File: src/shared/atx_pkg.sv
// Shared constants for the serial transmitter/receiver block
package atx_pkg;
  // Register word indexes (byte address = index * 4)
  localparam logic [2:0] REG_DATA = 3'h0;
  localparam logic [2:0] REG_LCTL = 3'h1;
  localparam logic [2:0] REG_LSTS = 3'h2;
  localparam logic [2:0] REG_DIVL = 3'h3;
  localparam logic [2:0] REG_DIVH = 3'h4;
  localparam int         ADDR_W   = 5;
  // Line control fields
  localparam int LC_WLEN_LO = 0;
  localparam int LC_WLEN_HI = 1;
  localparam int LC_STOP    = 2;
  localparam int LC_PAR_EN  = 3;
  localparam int LC_PAR_EVN = 4;
  // Line status fields
  localparam int LS_DREADY  = 0;
  localparam int LS_OVERRUN = 1;
  localparam int LS_PARERR  = 2;
  localparam int LS_FRAMERR = 3;
  localparam int LS_HOLD_MT = 5;
  localparam int LS_ALL_MT  = 6;
  // Reset values
  localparam logic [7:0]  LCTL_RST = 8'h00;
  localparam logic [15:0] DIV_RST  = 16'h0001;
  localparam logic [7:0]  LS_CLR_MASK = 8'h0e;
  // Timing in 16x ticks; WLEN_BASE is the word length minus one for length code 0
  localparam logic [5:0] TICKS_BIT  = 6'h10;
  localparam logic [5:0] TICKS_1P5  = 6'h18;
  localparam logic [5:0] TICKS_2    = 6'h20;
  localparam logic [3:0] RX_MID     = 4'h7;
  localparam logic [3:0] RX_LAST    = 4'hf;
  localparam logic [2:0] WLEN_BASE  = 3'h4;
  typedef enum logic [4:0] {
    TX_IDLE  = 5'h01,
    TX_START = 5'h02,
    TX_DATA  = 5'h04,
    TX_PAR   = 5'h08,
    TX_STOP  = 5'h10
  } atx_tx_state_t;
  typedef enum logic [4:0] {
    RX_IDLE  = 5'h01,
    RX_START = 5'h02,
    RX_DATA  = 5'h04,
    RX_PAR   = 5'h08,
    RX_STOP  = 5'h10
  } atx_rx_state_t;
endpackage

File: src/rtl/atx_uart.sv
// Serial transmitter/receiver with rate divider and Avalon-MM registers
`timescale 1ns/1ns
module atx_uart #(
  parameter logic [15:0] DIV_RESET = atx_pkg::DIV_RST
) (
  input  wire logic                      I_CLK_SYS,
  input  wire logic                      I_RST_B,
  input  wire logic [atx_pkg::ADDR_W-1:0] I_AVS_ADDRESS,
  input  wire logic                      I_AVS_READ,
  input  wire logic                      I_AVS_WRITE,
  input  wire logic [31:0]               I_AVS_WRITEDATA,
  input  wire logic [3:0]                I_AVS_BYTEENABLE,
  output logic      [31:0]               O_AVS_READDATA,
  output logic                           O_AVS_WAITREQUEST,
  input  wire logic                      I_SERIAL_IN,
  output logic                           O_SERIAL_OUT,
  output logic                           O_RATE_CLOCK_OUT
);
  if (DIV_RESET == 16'h0000)
  begin : g_chk
    $error("DIV_RESET must be nonzero");
  end

  ////////////////////////////////////////////////////////////////////////////
  // Register bus: one wait cycle, answer on second cycle
  logic        ack_reg, ack_next;
  logic [7:0]  rdata_reg, rdata_next;
  logic [7:0]  rx_buffer_reg;
  logic [7:0]  line_control_reg, line_control_next;
  logic [15:0] divisor_reg, divisor_next;
  logic [2:0]  widx;
  logic        req, accept, wr_data, rd_data, rd_lsts;
  logic [7:0]  line_status;

  assign widx   = I_AVS_ADDRESS[atx_pkg::ADDR_W-1:2];
  assign req    = I_AVS_READ | I_AVS_WRITE;
  assign accept = req & ack_reg;
  assign O_AVS_WAITREQUEST = req & ~ack_reg;
  assign O_AVS_READDATA    = {24'h000000, rdata_reg};
  assign wr_data = accept & I_AVS_WRITE & I_AVS_BYTEENABLE[0] &
                   (widx == atx_pkg::REG_DATA);
  assign rd_data = accept & I_AVS_READ & (widx == atx_pkg::REG_DATA);
  assign rd_lsts = accept & I_AVS_READ & (widx == atx_pkg::REG_LSTS);

  always_comb
  begin
    ack_next          = req & ~ack_reg;
    rdata_next        = rdata_reg;
    line_control_next = line_control_reg;
    divisor_next      = divisor_reg;
    if (req & ~ack_reg & I_AVS_READ)
    begin
      case (widx)
        atx_pkg::REG_DATA: rdata_next = rx_buffer_reg;
        atx_pkg::REG_LCTL: rdata_next = line_control_reg;
        atx_pkg::REG_LSTS: rdata_next = line_status;
        atx_pkg::REG_DIVL: rdata_next = divisor_reg[7:0];
        atx_pkg::REG_DIVH: rdata_next = divisor_reg[15:8];
        default:           rdata_next = 8'h00;
      endcase
    end
    if (accept & I_AVS_WRITE & I_AVS_BYTEENABLE[0])
    begin
      case (widx)
        atx_pkg::REG_LCTL: line_control_next = I_AVS_WRITEDATA[7:0];
        atx_pkg::REG_DIVL: divisor_next[7:0] = I_AVS_WRITEDATA[7:0];
        atx_pkg::REG_DIVH: divisor_next[15:8] = I_AVS_WRITEDATA[7:0];
        default:           divisor_next = divisor_reg;
      endcase
    end
  end

  always_ff @(posedge I_CLK_SYS)
  begin
    if (!I_RST_B)
    begin
      ack_reg          <= 1'b0;
      rdata_reg        <= 8'h00;
      line_control_reg <= atx_pkg::LCTL_RST;
      divisor_reg      <= DIV_RESET;
    end
    else
    begin
      ack_reg          <= ack_next;
      rdata_reg        <= rdata_next;
      line_control_reg <= line_control_next;
      divisor_reg      <= divisor_next;
    end
  end

  ////////////////////////////////////////////////////////////////////////////
  // Rate divider; divisor 0 behaves as 65536
  logic [15:0] div_cnt_reg, div_cnt_next;
  logic        tick, rate_reg;
  logic [2:0]  wlen_m1;
  logic [5:0]  stop_len;

  assign tick = (div_cnt_reg == 16'h0000);
  assign O_RATE_CLOCK_OUT = rate_reg;
  // Character shape from line control; word length shared by both directions, stop length used by the transmitter only
  assign wlen_m1 = atx_pkg::WLEN_BASE +
                   {1'b0, line_control_reg[atx_pkg::LC_WLEN_HI:
                                           atx_pkg::LC_WLEN_LO]};
  assign stop_len = !line_control_reg[atx_pkg::LC_STOP] ? atx_pkg::TICKS_BIT :
                    (wlen_m1 == atx_pkg::WLEN_BASE) ? atx_pkg::TICKS_1P5 :
                    atx_pkg::TICKS_2;

  always_comb
  begin
    div_cnt_next = tick ? divisor_reg - 16'h0001
                        : div_cnt_reg - 16'h0001;
  end

  // Block clock is the oscillator; flopped tick is the 16x output
  always_ff @(posedge I_CLK_SYS)
  begin
    if (!I_RST_B)
    begin
      div_cnt_reg <= 16'h0000;
      rate_reg    <= 1'b0;
    end
    else
    begin
      div_cnt_reg <= div_cnt_next;
      rate_reg    <= tick;
    end
  end

  ////////////////////////////////////////////////////////////////////////////
  // Transmitter
  atx_pkg::atx_tx_state_t tx_state_reg, tx_state_next;
  logic [7:0] tx_holding_buffer_reg, tx_holding_buffer_next;
  logic [7:0] tx_shift_register_reg, tx_shift_register_next;
  logic       tx_holding_empty_flag_reg, tx_holding_empty_flag_next;
  logic       tx_all_empty_flag_reg, tx_all_empty_flag_next;
  logic       tx_par_reg, tx_par_next, tx_line_reg, tx_line_next;
  logic [5:0] tx_cnt_reg, tx_cnt_next;
  logic [2:0] tx_idx_reg, tx_idx_next;
  logic [5:0] tx_len;
  logic [7:0] tx_mask;

  assign O_SERIAL_OUT = tx_line_reg;
  assign tx_len  = (tx_state_reg == atx_pkg::TX_STOP) ? stop_len
                                                      : atx_pkg::TICKS_BIT;
  assign tx_mask = 8'hff >> (3'h7 - wlen_m1);

  always_comb
  begin
    tx_state_next              = tx_state_reg;
    tx_holding_buffer_next     = tx_holding_buffer_reg;
    tx_shift_register_next     = tx_shift_register_reg;
    tx_holding_empty_flag_next = tx_holding_empty_flag_reg;
    tx_all_empty_flag_next     = tx_all_empty_flag_reg;
    tx_par_next                = tx_par_reg;
    tx_cnt_next                = tx_cnt_reg;
    tx_idx_next                = tx_idx_reg;
    case (tx_state_reg)
      atx_pkg::TX_IDLE:
      begin
        if (!tx_holding_empty_flag_reg)
        begin
          tx_shift_register_next     = tx_holding_buffer_reg;
          tx_par_next                = ^(tx_holding_buffer_reg & tx_mask) ^
                                      ~line_control_reg[atx_pkg::LC_PAR_EVN];
          tx_holding_empty_flag_next = 1'b1;
          tx_all_empty_flag_next     = 1'b0;
          tx_cnt_next                = 6'h00;
          tx_state_next              = atx_pkg::TX_START;
        end
      end
      default:
      begin
        if (tick)
        begin
          tx_cnt_next = tx_cnt_reg + 6'h01;
          if (tx_cnt_next == tx_len)
          begin
            tx_cnt_next = 6'h00;
            case (tx_state_reg)
              atx_pkg::TX_START:
              begin
                tx_idx_next   = 3'h0;
                tx_state_next = atx_pkg::TX_DATA;
              end
              atx_pkg::TX_DATA:
              begin
                tx_shift_register_next = tx_shift_register_reg >> 1;
                tx_idx_next            = tx_idx_reg + 3'h1;
                if (tx_idx_reg == wlen_m1)
                begin
                  tx_state_next = line_control_reg[atx_pkg::LC_PAR_EN] ?
                                  atx_pkg::TX_PAR : atx_pkg::TX_STOP;
                end
              end
              atx_pkg::TX_PAR:
              begin
                tx_state_next = atx_pkg::TX_STOP;
              end
              default:
              begin
                // A waiting word keeps all-empty low across the gap
                tx_all_empty_flag_next = tx_holding_empty_flag_reg;
                tx_state_next          = atx_pkg::TX_IDLE;
              end
            endcase
          end
        end
      end
    endcase
    // Host write wins over a load in the same cycle
    if (wr_data)
    begin
      tx_holding_buffer_next     = I_AVS_WRITEDATA[7:0];
      tx_holding_empty_flag_next = 1'b0;
    end
    case (tx_state_next)
      atx_pkg::TX_START: tx_line_next = 1'b0;
      atx_pkg::TX_DATA:  tx_line_next = tx_shift_register_next[0];
      atx_pkg::TX_PAR:   tx_line_next = tx_par_next;
      default:           tx_line_next = 1'b1;
    endcase
  end

  always_ff @(posedge I_CLK_SYS)
  begin
    if (!I_RST_B)
    begin
      tx_state_reg              <= atx_pkg::TX_IDLE;
      tx_holding_buffer_reg     <= 8'h00;
      tx_shift_register_reg     <= 8'h00;
      tx_holding_empty_flag_reg <= 1'b1;
      tx_all_empty_flag_reg     <= 1'b1;
      tx_par_reg                <= 1'b0;
      tx_line_reg               <= 1'b1;
      tx_cnt_reg                <= 6'h00;
      tx_idx_reg                <= 3'h0;
    end
    else
    begin
      tx_state_reg              <= tx_state_next;
      tx_holding_buffer_reg     <= tx_holding_buffer_next;
      tx_shift_register_reg     <= tx_shift_register_next;
      tx_holding_empty_flag_reg <= tx_holding_empty_flag_next;
      tx_all_empty_flag_reg     <= tx_all_empty_flag_next;
      tx_par_reg                <= tx_par_next;
      tx_line_reg               <= tx_line_next;
      tx_cnt_reg                <= tx_cnt_next;
      tx_idx_reg                <= tx_idx_next;
    end
  end

  ////////////////////////////////////////////////////////////////////////////
  // Receiver
  atx_pkg::atx_rx_state_t rx_state_reg, rx_state_next;
  logic [7:0] rx_shift_register_reg, rx_shift_register_next;
  logic [7:0] rx_buffer_next, rx_word;
  logic [3:0] rx_cnt_reg, rx_cnt_next;
  logic [2:0] rx_idx_reg, rx_idx_next;
  logic       rx_prev_reg, rx_pbit_reg, rx_pbit_next, rx_xfer;
  logic       dr_reg, dr_next, oe_reg, oe_next;
  logic       pe_reg, pe_next, fe_reg, fe_next;
  logic       ls_clr;

  assign rx_word = rx_shift_register_reg >> (3'h7 - wlen_m1);

  always_comb
  begin
    line_status                      = 8'h00;
    line_status[atx_pkg::LS_DREADY]  = dr_reg;
    line_status[atx_pkg::LS_OVERRUN] = oe_reg;
    line_status[atx_pkg::LS_PARERR]  = pe_reg;
    line_status[atx_pkg::LS_FRAMERR] = fe_reg;
    line_status[atx_pkg::LS_HOLD_MT] = tx_holding_empty_flag_reg;
    line_status[atx_pkg::LS_ALL_MT]  = tx_all_empty_flag_reg;
  end
  // Only error bits the host actually saw are cleared
  assign ls_clr = rd_lsts;

  always_comb
  begin
    rx_state_next          = rx_state_reg;
    rx_shift_register_next = rx_shift_register_reg;
    rx_buffer_next         = rx_buffer_reg;
    rx_cnt_next            = rx_cnt_reg;
    rx_idx_next            = rx_idx_reg;
    rx_pbit_next           = rx_pbit_reg;
    rx_xfer                = 1'b0;
    dr_next = dr_reg & ~rd_data;
    oe_next = oe_reg & ~(ls_clr & rdata_reg[atx_pkg::LS_OVERRUN]);
    pe_next = pe_reg & ~(ls_clr & rdata_reg[atx_pkg::LS_PARERR]);
    fe_next = fe_reg & ~(ls_clr & rdata_reg[atx_pkg::LS_FRAMERR]);
    case (rx_state_reg)
      atx_pkg::RX_IDLE:
      begin
        if (rx_prev_reg & ~I_SERIAL_IN)
        begin
          rx_cnt_next   = 4'h0;
          rx_state_next = atx_pkg::RX_START;
        end
      end
      atx_pkg::RX_START:
      begin
        if (tick)
        begin
          rx_cnt_next = rx_cnt_reg + 4'h1;
          if (rx_cnt_reg == atx_pkg::RX_MID)
          begin
            rx_cnt_next   = 4'h0;
            rx_idx_next   = 3'h0;
            rx_state_next = I_SERIAL_IN ? atx_pkg::RX_IDLE
                                        : atx_pkg::RX_DATA;
          end
        end
      end
      default:
      begin
        if (tick)
        begin
          rx_cnt_next = rx_cnt_reg + 4'h1;
          if (rx_cnt_reg == atx_pkg::RX_LAST)
          begin
            case (rx_state_reg)
              atx_pkg::RX_DATA:
              begin
                rx_shift_register_next = {I_SERIAL_IN,
                                          rx_shift_register_reg[7:1]};
                rx_idx_next = rx_idx_reg + 3'h1;
                if (rx_idx_reg == wlen_m1)
                begin
                  rx_state_next = line_control_reg[atx_pkg::LC_PAR_EN] ?
                                  atx_pkg::RX_PAR : atx_pkg::RX_STOP;
                end
              end
              atx_pkg::RX_PAR:
              begin
                rx_pbit_next  = I_SERIAL_IN;
                rx_state_next = atx_pkg::RX_STOP;
              end
              default:
              begin
                // Only the first stop bit is checked
                rx_xfer        = 1'b1;
                rx_buffer_next = rx_word;
                dr_next        = 1'b1;
                if (dr_reg & ~rd_data)
                begin
                  oe_next = 1'b1;
                end
                if (line_control_reg[atx_pkg::LC_PAR_EN] &
                    (^rx_word ^ rx_pbit_reg ^
                     line_control_reg[atx_pkg::LC_PAR_EVN]) == 1'b0)
                begin
                  pe_next = 1'b1;
                end
                if (!I_SERIAL_IN)
                begin
                  fe_next = 1'b1;
                end
                rx_state_next = atx_pkg::RX_IDLE;
              end
            endcase
          end
        end
      end
    endcase
  end

  always_ff @(posedge I_CLK_SYS)
  begin
    if (!I_RST_B)
    begin
      rx_state_reg          <= atx_pkg::RX_IDLE;
      rx_shift_register_reg <= 8'h00;
      rx_buffer_reg         <= 8'h00;
      rx_cnt_reg            <= 4'h0;
      rx_idx_reg            <= 3'h0;
      rx_prev_reg           <= 1'b1;
      rx_pbit_reg           <= 1'b0;
      dr_reg                <= 1'b0;
      oe_reg                <= 1'b0;
      pe_reg                <= 1'b0;
      fe_reg                <= 1'b0;
    end
    else
    begin
      rx_state_reg          <= rx_state_next;
      rx_shift_register_reg <= rx_shift_register_next;
      rx_buffer_reg         <= rx_buffer_next;
      rx_cnt_reg            <= rx_cnt_next;
      rx_idx_reg            <= rx_idx_next;
      rx_prev_reg           <= I_SERIAL_IN;
      rx_pbit_reg           <= rx_pbit_next;
      dr_reg                <= dr_next;
      oe_reg                <= oe_next;
      pe_reg                <= pe_next;
      fe_reg                <= fe_next;
    end
  end
endmodule

File: config.mk
export PLATFORM = sky130hd
export DESIGN_NAME = atx_uart
export DESIGN_NICKNAME = d
export VERILOG_FILES = /design/src/shared/atx_pkg.sv /design/src/rtl/atx_uart.sv
export SDC_FILE = /design/constraint.sdc
export NUM_CORES = 1
export LEC_CHECK = 0
export BUFFER_PORTS_ARGS = -buffer_cell sky130_fd_sc_hd__buf_2
export CORE_MARGIN = 5
export CORE_UTILIZATION = 35
export DETAILED_ROUTE_END_ITERATION = 16
export PLACE_DENSITY = 0.54
export REMOVE_ABC_BUFFERS = 1
export SYNTH_ARGS = -nofsm -noshare
export SYNTH_HDL_FRONTEND = slang
export SYNTH_SLANG_ARGS = --single-unit
File: constraint.sdc
create_clock -name I_CLK_SYS -period 6.8 [get_ports I_CLK_SYS]
set_input_delay 1.36 -clock I_CLK_SYS [delete_from_list [all_inputs] [get_ports I_CLK_SYS]]
set_output_delay 1.36 -clock I_CLK_SYS [all_outputs]
set_load 0.02 [all_outputs]
# After elaboration in Yosys (flattened, before gate mapping)
# Index checks and enable logic that the tools add are counted.
dict set report totals {
  reg_bits 118
  inputBits 46
  output_inout_bits 35
}
dict set report op_classes {
  n_addsub 8
  eq_ne 28
  shifts 2
  mux 71
  bitwise_logic 35
  n_reduce_logical 29
}
# cell count
set op_table {}
lappend op_table {{5-bit two-way mux} 12}
lappend op_table {{6-bit two-way mux} 7}
lappend op_table {{8-bit two-way mux} 5}
lappend op_table {{8-bit one-hot mux with 5 select lines} 1}
lappend op_table {{16-bit by 1-bit subtractor with 16-bit output, second input constant} 2}
lappend op_table {{1-bit two-way mux} 28}
lappend op_table {{4-bit AND reduction} 6}
lappend op_table {{5-bit one-hot mux with 2 select lines} 2}
lappend op_table {{1-bit AND} 18}
lappend op_table {{3-bit two-way mux} 6}
lappend op_table {{16-bit logical NOT} 1}
lappend op_table {{16-bit two-way mux} 1}
lappend op_table {{4-bit two-way mux} 4}
lappend op_table {{2-bit nonzero test} 8}
lappend op_table {{8-bit XOR reduction} 2}
lappend op_table {{5-bit by 2-bit == test with 1-bit output, second input constant} 3}
lappend op_table {{5-bit by 3-bit == test with 1-bit output, second input constant} 3}
lappend op_table {{5-bit by 4-bit == test with 1-bit output, second input constant} 3}
lappend op_table {{5-bit one-hot mux with 3 select lines} 1}
lappend op_table {{1-bit NOT} 12}
lappend op_table {{3-bit one-hot mux with 2 select lines} 2}
lappend op_table {{5-bit by 1-bit == test with 1-bit output, second input constant} 2}
lappend op_table {{8-bit AND} 1}
lappend op_table {{2-bit != test, second input constant} 4}
lappend op_table {{other kinds (29)} 39}

# Logic depth before layout (Yosys ltp)
# Gate-level depths: netlist of run 1.
dict set report depth {
  ltp_word 13
  depth_mapped 15
  mapped_depth_nobuf 12
}

# Worst setup path after synthesis of run 1
# OpenSTA, ideal clock, no wires.
dict set report synth_timing {
  path_kind {reg2reg}
  start {register div_cnt_reg[5]}
  end {register div_cnt_reg[8]}
  setup_time_ns 0.131
  arrival_time_ns 3.258
  required_time_ns 6.669
  setup_slack_ns 3.411
  path_stages_with_launch 16
  n_path_buf 3
  path_cell_list {dfxtp_1 -> nor2_1 -> nand3_1 -> nor2_1 -> clkbuf_1 -> clkbuf_1 -> a21oi_1 -> ha_1 -> or3b_2 -> nor2_1 -> o31ai_1 -> or4_1 -> clkbuf_1 -> or3_1 -> o311ai_0 -> a21oi_1}
}
dict set report synth_via {
  elab_chain_cells 2
  elab_cells_between_ends 3
}
# item line
set synth_lines {}
lappend synth_lines {{start, declared} atx_uart.sv:93} ;# logic [15:0] div_cnt_reg, div_cnt_next;
lappend synth_lines {{start signal, assigned} atx_uart.sv:124} ;# div_cnt_reg <= div_cnt_next;
lappend synth_lines {{16-bit by 1-bit subtractor with 16-bit output or 16-bit logical NOT (tied branches)} {atx_uart.sv:111, atx_uart.sv:98}}
lappend synth_lines {{16-bit two-way mux *} atx_uart.sv:110} ;# div_cnt_next = tick ? divisor_reg - 16'h0001
# Every way passes the cells marked *; elsewhere a longest branch is shown, timed or not.
# A chain may end at the register's enable or synchronous reset.

# Worst setup path after layout of run 1
dict set report layout_timing {
  start {register div_cnt_reg[5]}
  end {register div_cnt_reg[14]}
}
# The elaborated chain is that of the path after synthesis.

==> results of run 1 <==
==> layout make-up <==
cell class	instances	area, um2	area share
Sequential cell	118	2360	0.339
Timing Repair Buffer	32	173	0.0248
Inverter	9	33.8	0.00485
Tap cell	225	282	0.0404
Clock buffer	23	488	0.0700
Multi-Input combinational cell	571	3510	0.503
Clock inverter	9	123	0.0176
==> logic make-up after synthesis <==
family	Yosys count
DFF	118
other	1
muxes	67
adders and majority gates	5
and+or+nand+nor	286
AOI/OAI and AO/OA	158
buffers and inverters	71
xor gates and xnor gates	31
==> tightest hold or removal path: cells and delay by family (launching register included) <==
| kind | cells | cell delay, ps |
|---|---|---|
| flops | 1 | 300 |
| compound gates | 1 | 50 |
| simple gates | 1 | 50 |
==> routing by layer <==
metal / GRT usage / vias up / part of all wire
li1: - / 2604 / -
met4: 0.0625 / 0 / 0.023
met1: 0.203 / 2554 / 0.46
met3: 0.0410 / 29 / 0.060
met5: 0 / - / 0
met2: 0.241 / 151 / 0.46
==> power by group <==
| group | switching [mW] | internal (mW) |
|---|---|---|
| Combinational | 0.264 | 0.133 |
| Clock | 0.314 | 0.611 |
| Sequential | 0.0392 | 0.735 |
==> layout by cell type (no fill, tap or decap), types with 4 or more instances in the layout <==
master                      instances
sky130_fd_sc_hd__mux2i_1           64
sky130_fd_sc_hd__buf_4              5
sky130_fd_sc_hd__nor4_1             7
sky130_fd_sc_hd__nand3b_1           6
sky130_fd_sc_hd__ha_1               5
sky130_fd_sc_hd__nand3_1           16
sky130_fd_sc_hd__nor2_1           132
sky130_fd_sc_hd__a21oi_1           57
sky130_fd_sc_hd__nor3_1            16
sky130_fd_sc_hd__clkbuf_16         17
sky130_fd_sc_hd__o21ai_0           22
sky130_fd_sc_hd__nor2b_1            5
sky130_fd_sc_hd__a311oi_1           4
sky130_fd_sc_hd__inv_1              7
sky130_fd_sc_hd__nand2b_1           5
sky130_fd_sc_hd__and3_1             7
sky130_fd_sc_hd__dfxtp_1          118
sky130_fd_sc_hd__nand2_1           52
sky130_fd_sc_hd__nor3b_1            8
sky130_fd_sc_hd__conb_1            24
sky130_fd_sc_hd__clkbuf_8           4
sky130_fd_sc_hd__a22oi_1           22
sky130_fd_sc_hd__or3_1              9
sky130_fd_sc_hd__xnor2_1           18
sky130_fd_sc_hd__o22ai_1            8
sky130_fd_sc_hd__xor2_1            12
sky130_fd_sc_hd__a31oi_1           10
sky130_fd_sc_hd__o211ai_1           4
sky130_fd_sc_hd__clkinv_2           5
sky130_fd_sc_hd__buf_2             27
==> through the flow <==
step	hold slack [ps]	instance area (um2)	util	total power, mW
2_1_floorplan	431	5900	-	1.07
3_3_place_gp	448	6360	0.367	1.17
3_5_place_dp	452	6360	0.367	1.18
4_1_cts	458	6970	0.403	2.11
5_1_grt	480	6970	0.403	2.19
6_report	456	6970	0.403	2.10
==> cell usage after synthesis (3+ instances only) <==
cell type and instances:
sky130_fd_sc_hd__nand3b_1 6, sky130_fd_sc_hd__o31ai_1 3, sky130_fd_sc_hd__nor2b_1 5, sky130_fd_sc_hd__and2_1 3, sky130_fd_sc_hd__nor3b_1 8, sky130_fd_sc_hd__o211a_1 3
sky130_fd_sc_hd__a211oi_1 3, sky130_fd_sc_hd__o21ai_0 22, sky130_fd_sc_hd__o22ai_1 8, sky130_fd_sc_hd__or4_1 3, sky130_fd_sc_hd__xnor2_1 18, sky130_fd_sc_hd__buf_2 3
sky130_fd_sc_hd__nor4_1 7, sky130_fd_sc_hd__ha_1 5, sky130_fd_sc_hd__a21oi_1 57, sky130_fd_sc_hd__nor2_1 132, sky130_fd_sc_hd__nand2_1 52, sky130_fd_sc_hd__inv_1 8
sky130_fd_sc_hd__nand4_1 3, sky130_fd_sc_hd__a31oi_1 10, sky130_fd_sc_hd__a311oi_1 4, sky130_fd_sc_hd__mux2i_1 64, sky130_fd_sc_hd__xor2_1 12, sky130_fd_sc_hd__nand2b_1 5
sky130_fd_sc_hd__o211ai_1 4, sky130_fd_sc_hd__clkbuf_1 32, sky130_fd_sc_hd__dfxtp_1 118, sky130_fd_sc_hd__buf_4 24, sky130_fd_sc_hd__and3_1 7, sky130_fd_sc_hd__or3_1 9
sky130_fd_sc_hd__a22oi_1 22, sky130_fd_sc_hd__nand3_1 16, sky130_fd_sc_hd__nor3_1 16
==> worst max-delay path by stage <==
stage | to | slack (ps) | from | depth (start not counted)
2_1_floorplan | div_cnt_reg[14]$_SDFF_PN0_ | 3600 | div_cnt_reg[5]$_SDFF_PN0_ | 12
3_3_place_gp | div_cnt_reg[14]$_SDFF_PN0_ | 3300 | div_cnt_reg[5]$_SDFF_PN0_ | 13
3_5_place_dp | div_cnt_reg[14]$_SDFF_PN0_ | 3280 | div_cnt_reg[5]$_SDFF_PN0_ | 13
4_1_cts | div_cnt_reg[14]$_SDFF_PN0_ | 3250 | div_cnt_reg[3]$_SDFF_PN0_ | 13
5_1_grt | div_cnt_reg[14]$_SDFF_PN0_ | 2920 | div_cnt_reg[5]$_SDFF_PN0_ | 13
6_report | div_cnt_reg[14]$_SDFF_PN0_ | 3220 | div_cnt_reg[5]$_SDFF_PN0_ | 13
==> reports/metrics.sh, run 1 <==
PLACED_CELLS=955
POST_LAYOUT_NONFILLER_INSTANCES=987
NUM_ANTENNA_CELLS=0
DETAIL-ROUTE-ANTENNA-NETS=0
NUMBER_OF_TOP_LEVEL_DESIGN_PORTS=81
TRITONCTS='built'
CTS-ROOT-TO-SINK-BUFFERS=2
ROWS=48
HOLDCRITPATHCLASS='reg2reg'
ANTENNA_VIOLATIONS_BEFORE_REPAIR=0
CTS-BUFFERS-INSERTED=17
SYNTHFLOPTYPE='sky130_fd_sc_hd__dfxtp_1'
MIN_PERIOD_OVER_PERIOD=0.526
FILLER_CELL_COUNT_IN_THE_FINAL_LAYOUT=1736
VDD.IR_DROP.WORST_V=0.000202
FLOW.AREA_GROWTH_FROM_SYNTHESIS_PCT=13.3
CRIT_PATH_MAX_FANOUT=23
CRIT_PATH_END_KIND='flip-flop'
ASYNC_FLOP_SHARE=0
HOLD-PATH-CELL-COUNT=2
REG2REG_FROM='div_cnt_reg[5]$_SDFF_PN0_'
DRC_ERRORS=0
LEAKAGEPOWER_nW=2.71
CLK_ROOT_BUFFER_CELL='sky130_fd_sc_hd__clkbuf_16'
SETUP_VIOLATIONS=0
INITIAL_UTILIZATION=0.356
FLOORPLAN.DIE.WIDTH_UM=143
SYNTHESIS.INSTANCES=737
DOMINANT_COMBINATIONAL_CELL_FAMILY_BY_AREA_AFTER_SYNTHESIS='simple AND/OR/NAND/NOR gates'
FIRST_GLOBAL_VIAS=4932
UNREPAIRED_SETUP_ENDPOINTS_AFTER_GLOBAL_ROUTING='no'
DRT-PASS1-ITER-COUNT=5
POST_SYNTH_FA_HA_MAJ_AREA_FRACTION=0.0102
YS_FF_LATCH=118
HOLD-PATH-ENDPOINT='rx_buffer_reg[6]$_SDFFE_PN0P_'
MIN_PERIOD_PS=3580
WORST_SLACK_PS=3220
CRIT-REG2REG-CAPTURE='div_cnt_reg[14]$_SDFF_PN0_'
CRITICAL_PATH_REQUIRED_PS=7060
SYNTH-EDFF-COUNT=0
NUM-NETS-FINAL=800
CLKSLEWWORSTSETUPHOLDPATHS_PS=50
CRITPATHKIND='reg2reg'
GRT_START_MAX_NET_PINS=103
CLOCK_INSERTION_DELAY_WORST_SKEW_PS=420
STATUS='complete, no violations'
SYNTHDISTINCTLIBCELLS=69
SYNTHXORXNORAREAFRAC=0.0464
TIMING.MAX_CAP.VIOLATIONS=0
CP_TOP_FAMILY='simple AND/OR/NAND/NOR gates'
CTSHTREEMAXLEVEL=4
DIE_Y_UM=143
CTS_SETUP_BUFFERS=0
POWER_DENSITY_nW_PER_UM2=301
WORST-R2R-SETUP-SLACK_PS=3220
DETAIL_ROUTE.WL_PER_CELL_UM=15.9
TIMING.CRITICAL_PATH.SLOWEST_STAGE_CELL='sky130_fd_sc_hd__or4_1'
TIMING.CRITICAL_PATH.CELLS='nor2_1, nand3_1, nor2_1, buf_4, a21oi_1, ha_1, or3b_2, nor2_1, o31ai_1, or4_1, nor4_1, xor2_1, nor2_1'
CTS_HOLD_BUF=0
POST_SYNTH_MAIN_AREA_CONTRIBUTORS='sky130_fd_sc_hd__dfxtp_1 38%, sky130_fd_sc_hd__mux2i_1 10%, sky130_fd_sc_hd__nor2_1 8.1%'
WORSTPATHARRIVAL_PS=3840
SYNTH-SIMPLE-AREA-SHARE=0.220
GRT_USAGE=0.154
SYNTH.MUX.AREA_FRACTION=0.111
NUM_VIAS=5338
MIN-DELAY-START='rx_buffer_reg[6]$_SDFFE_PN0P_'
NUMCLOCKSINKS=118
RR_WORST_DEPTH=13
FLOORPLAN.CORE_AREA_UM2=17300
GRT_PASS1_WL_MM=25.1
DRIVE_GT1_FRAC=0.104
TOP_CELL_TYPE_S_SHARE_OF_SYNTHESIZED_AREA=0.384
FINAL-HOLD-VIOLATION-COUNT=0
DP.FINAL_HPWL_MM=11.1
FINAL-MAX-SLEW-VIOLATION-COUNT=0
CP-START-KIND='flip-flop'
SYNTH-COMPOUND-AREA-SHARE=0.167
MAX_FREQ_GHz=0.279
CTSRESIZECOUNT=0
ROUTE.FINAL.WIRE_LENGTH_MM=15.7
COUNT_OF_ROUTING_VIOLATIONS_AFTER_THE_OPENING_DETAILED_ROUTE_ITERATION=382
PATH_BUF_INV=1
FINCLKSKEW_PS=11.8
MAX_SLEW_MARGIN=0.260
DIEAREA_UM2=20300
WORST_PATH_LARGEST_CELL_DELAY_PS=620
SYN-MEAN-INSTANCE-AREA_UM2=8.34
DRT-VIAS-PER-INSTANCE=5.41
PLACE.GP.CONGESTION=0.872
GRT.OVERFLOW.TOTAL=0
WORST_PATH_MOST_REPEATED_CELL='sky130_fd_sc_hd__nor2_1'
SYNTH_AREA_UM2=6150
SYNTH.LARGEST_AREA_CELL='sky130_fd_sc_hd__dfxtp_1'
SETUP_TOTAL_NEGATIVE_SLACK_PS=0
PORT-BUFFER-COUNT=27
YOSYSSEQAREASHARE=0.384
SYNTHESIS.YOSYS.WARNINGS=0
MAX_SLEW.WORST_PIN.SLEW_PS=1110
PLACEMENT.SETUP.WORST_SLACK_PS=3280
Power figures use the tool's default switching activity.
==> inputs of run 2 (changes only) <==
PLACE_DENSITY = 0.56   (was 0.54)
clock period = 2.9 ns   (was 6.8 ns; I/O delays follow)
==> run 2 against run 1 <==
Net effect:
- die area unchanged
- count of clock-buffer cells in the layout stayed put
- cell count up 3.6%
- sequential share of layout area is 1.6 points lower
- critical endpoint is now div_cnt_reg[8]$_SDFF_PN0_
- total power rose to 2.5 times the previous value
- utilization is 2.0 points higher
- clock power is 140% higher
==> reports/metrics.sh, run 2 (synthesized netlist as in run 1, its figures left out) <==
POWER_SWITCHING_mW=1.54  # +150%
DRT-VIAS-PER-INSTANCE=5.22  # -3.4%
TOP_SIGNAL_LAYER_USED='met4'
CRITICAL_PATH_REQUIRED_PS=3190  # -3870 ps
CRIT_PATH_MAX_FANOUT=6  # -74%
NUM_VIAS=5345  # +0.13%
TRITONCTS='built'
ANTENNA_VIOLATIONS_BEFORE_REPAIR=0  # unchanged
INITIAL_UTILIZATION=0.356  # unchanged
VDD.IR_DROP.WORST_V=0.000455  # +130%
POSTLAYOUTCOREUTIL=0.423  # +0.0203
P_SW_FRAC=0.290  # -0.00422
P_INT_mW=3.75  # +150%
PORT-BUFFER-COUNT=27  # unchanged
GRT_USAGE=0.159  # +0.00445
CTSHTREEMAXLEVEL=4  # unchanged
FLOORPLAN.DIE.WIDTH_UM=143  # unchanged
DRIVE_GT1_FRAC=0.158  # +0.0542
CLKPWRFRAC=0.422  # -0.019
GRT_START_MAX_NET_PINS=51  # -50%
CLK_ROOT_BUFFER_CELL='sky130_fd_sc_hd__clkbuf_16'
ROUTE.FINAL.WIRE_LENGTH_MM=15.9  # +1.4%
DRC_ERRORS=0  # unchanged
CP-START-KIND='flip-flop'
DIEAREA_UM2=20300  # unchanged
LAYOUT_COMMON_CELLS='130 x sky130_fd_sc_hd__nor2_1, 115 x sky130_fd_sc_hd__dfxtp_1, 64 x sky130_fd_sc_hd__mux2i_1'
HOLDCRITPATHCLASS='in2reg'
CTS_HOLD_BUF=0  # unchanged
WORSTPATHARRIVAL_PS=3000  # -840 ps
ROUTED-WL-MET3_UM=462  # -51%
DETAIL_ROUTE.WIRELENGTH.MET1_MM=7.76  # +8.1%
DRT-PASS1-ITER-COUNT=5  # unchanged
POWER_DENSITY_nW_PER_UM2=723  # +140%
DETAIL_ROUTE.WL_PER_CELL_UM=15.6  # -2.2%
MET2_LENGTH_MM=7.35  # +1.7%
PWR-SHARE-SEQ=0.338  # -0.031
CTS-ROOT-TO-SINK-BUFFERS=2  # unchanged
FIRST_GLOBAL_VIAS=4894  # -0.77%
CTS-BUFFERS-INSERTED=17  # unchanged
NUM_ANTENNA_CELLS=0  # unchanged
WORST_HOLD_SLACK_PS=449  # -6.83 ps
NUM-NETS-FINAL=836  # +4.5%
GRT_PASS1_WL_MM=25.7  # +2.3%
DP.FINAL_HPWL_MM=11.5  # +4.3%
MAX_FREQ_GHz=0.368  # +32%
LEADING_CELL_TYPE_IN_THE_LAYOUT_FILL_AND_TAPS_EXCLUDED='sky130_fd_sc_hd__nor2_1'
SETUP_VIOLATIONS=0  # unchanged
DETAIL-ROUTE-ANTENNA-NETS=0  # unchanged
MIN_PERIOD_PS=2720  # -864 ps
NUMCLOCKSINKS=118  # unchanged
FLOW.AREA_GROWTH_FROM_SYNTHESIS_PCT=19.0
GRT.OVERFLOW.TOTAL=0  # unchanged
POWER.COMBINATIONAL.FRACTION=0.240  # +0.051
TIMING.MAX_CAP.VIOLATIONS=0  # unchanged
FINAL-MAX-SLEW-VIOLATION-COUNT=0  # unchanged
CLKSLEWWORSTSETUPHOLDPATHS_PS=50  # about the same
CLOCK_INSERTION_DELAY_WORST_SKEW_PS=420  # about the same
PLACE.GP.CONGESTION=0.870  # -0.24%
STATUS='complete, no violations'
COUNT_OF_ROUTING_VIOLATIONS_AFTER_THE_OPENING_DETAILED_ROUTE_ITERATION=338  # -12%
CRIT_PATH_END_KIND='flip-flop'
MIN_PERIOD_OVER_PERIOD=0.936  # +0.410
FLOORPLAN.CORE_AREA_UM2=17300  # unchanged
MAX_SLEW_MARGIN=0.614  # +0.354
CRITPATHKIND='reg2reg'
MAX_SLEW.WORST_PIN.SLEW_PS=574  # -537 ps
LEAKAGEPOWER_nW=2.91  # +7.6%
FINCLKSKEW_PS=7.15  # -4.69 ps
NUMBER_OF_TOP_LEVEL_DESIGN_PORTS=81  # unchanged
FIN_TOTAL_PWR_mW=5.29  # +150%
SETUP_TOTAL_NEGATIVE_SLACK_PS=0  # unchanged
FINAL-HOLD-VIOLATION-COUNT=0  # unchanged
DIE_Y_UM=143  # unchanged
ROWS=48  # unchanged
[run 2: power groups by stage]
stage	Clock (mW)	Combinational (mW)	Sequential (mW)
finish	2.23	1.27	1.79
global route	2.37	1.39	1.80
CTS	2.28	1.23	1.79
detailed placement	0	1.19	1.82
global placement	0	1.20	1.82
floorplan	0	0.670	1.83
[run 2: worst paths after layout]
kind                            slack [ps]                                    end  depth (start not counted)                                  start
worst min register to register         450  tx_shift_register_reg[2]$_SDFFE_PN0P_                          2  tx_shift_register_reg[2]$_SDFFE_PN0P_
worst min-delay path                   450                 rx_prev_reg$_SDFF_PN1_                          2                                I_RST_B
worst max register to register         180              div_cnt_reg[8]$_SDFF_PN0_                         12              div_cnt_reg[0]$_SDFF_PN0_
worst max-delay path                   180              div_cnt_reg[8]$_SDFF_PN0_                         12              div_cnt_reg[0]$_SDFF_PN0_
[run 2: per-layer routing]
metal  up-vias  GRT usage
met5         -          0
met4         0     0.0580
met3        27     0.0336
met2        89      0.252
met1      2545      0.214
li1       2684          -
[run 2: cell type report]
| class | count | area, um2 |
|---|---|---|
| clock inverters | 9 | 148 |
| well taps | 225 | 282 |
| inverters | 9 | 33.8 |
| fillers | 1791 | 9980 |
| repair buffers | 68 | 468 |
| clock buffers | 23 | 478 |
| multi-input cells | 571 | 3540 |
| flip-flops and latches | 118 | 2370 |
[run 2: repair_timing]
action / CTS / global route
setup endpoints to repair: 4 / 4
resized for setup: 6 / 7
pin swaps: 3 / 3
setup buffers: 0 / 1
[run 2: stage by stage]
stage | cells | worst slack, ps | instance area, um2
5_1_grt | 1023 | -18.1 | 7320
3_5_place_dp | 990 | -98.2 | 6640
4_1_cts | 1022 | 2.49 | 7290
2_1_floorplan | 698 | -301 | 5900
6_report | 1023 | 185 | 7320
3_3_place_gp | 990 | -65.4 | 6640
[run 2: critical path: stages (launching register included)]
cell and delay [ps]:
sky130_fd_sc_hd__dfxtp_2 340, sky130_fd_sc_hd__nor3_1 60, sky130_fd_sc_hd__nand3_1 130, sky130_fd_sc_hd__nor2_2 90
sky130_fd_sc_hd__a21oi_2 140, sky130_fd_sc_hd__ha_2 180, sky130_fd_sc_hd__or3b_4 380, sky130_fd_sc_hd__nor2_2 110
sky130_fd_sc_hd__o31ai_2 80, sky130_fd_sc_hd__or4_4 540, sky130_fd_sc_hd__or3_1 350, sky130_fd_sc_hd__o311ai_0 110
sky130_fd_sc_hd__a21oi_1 80
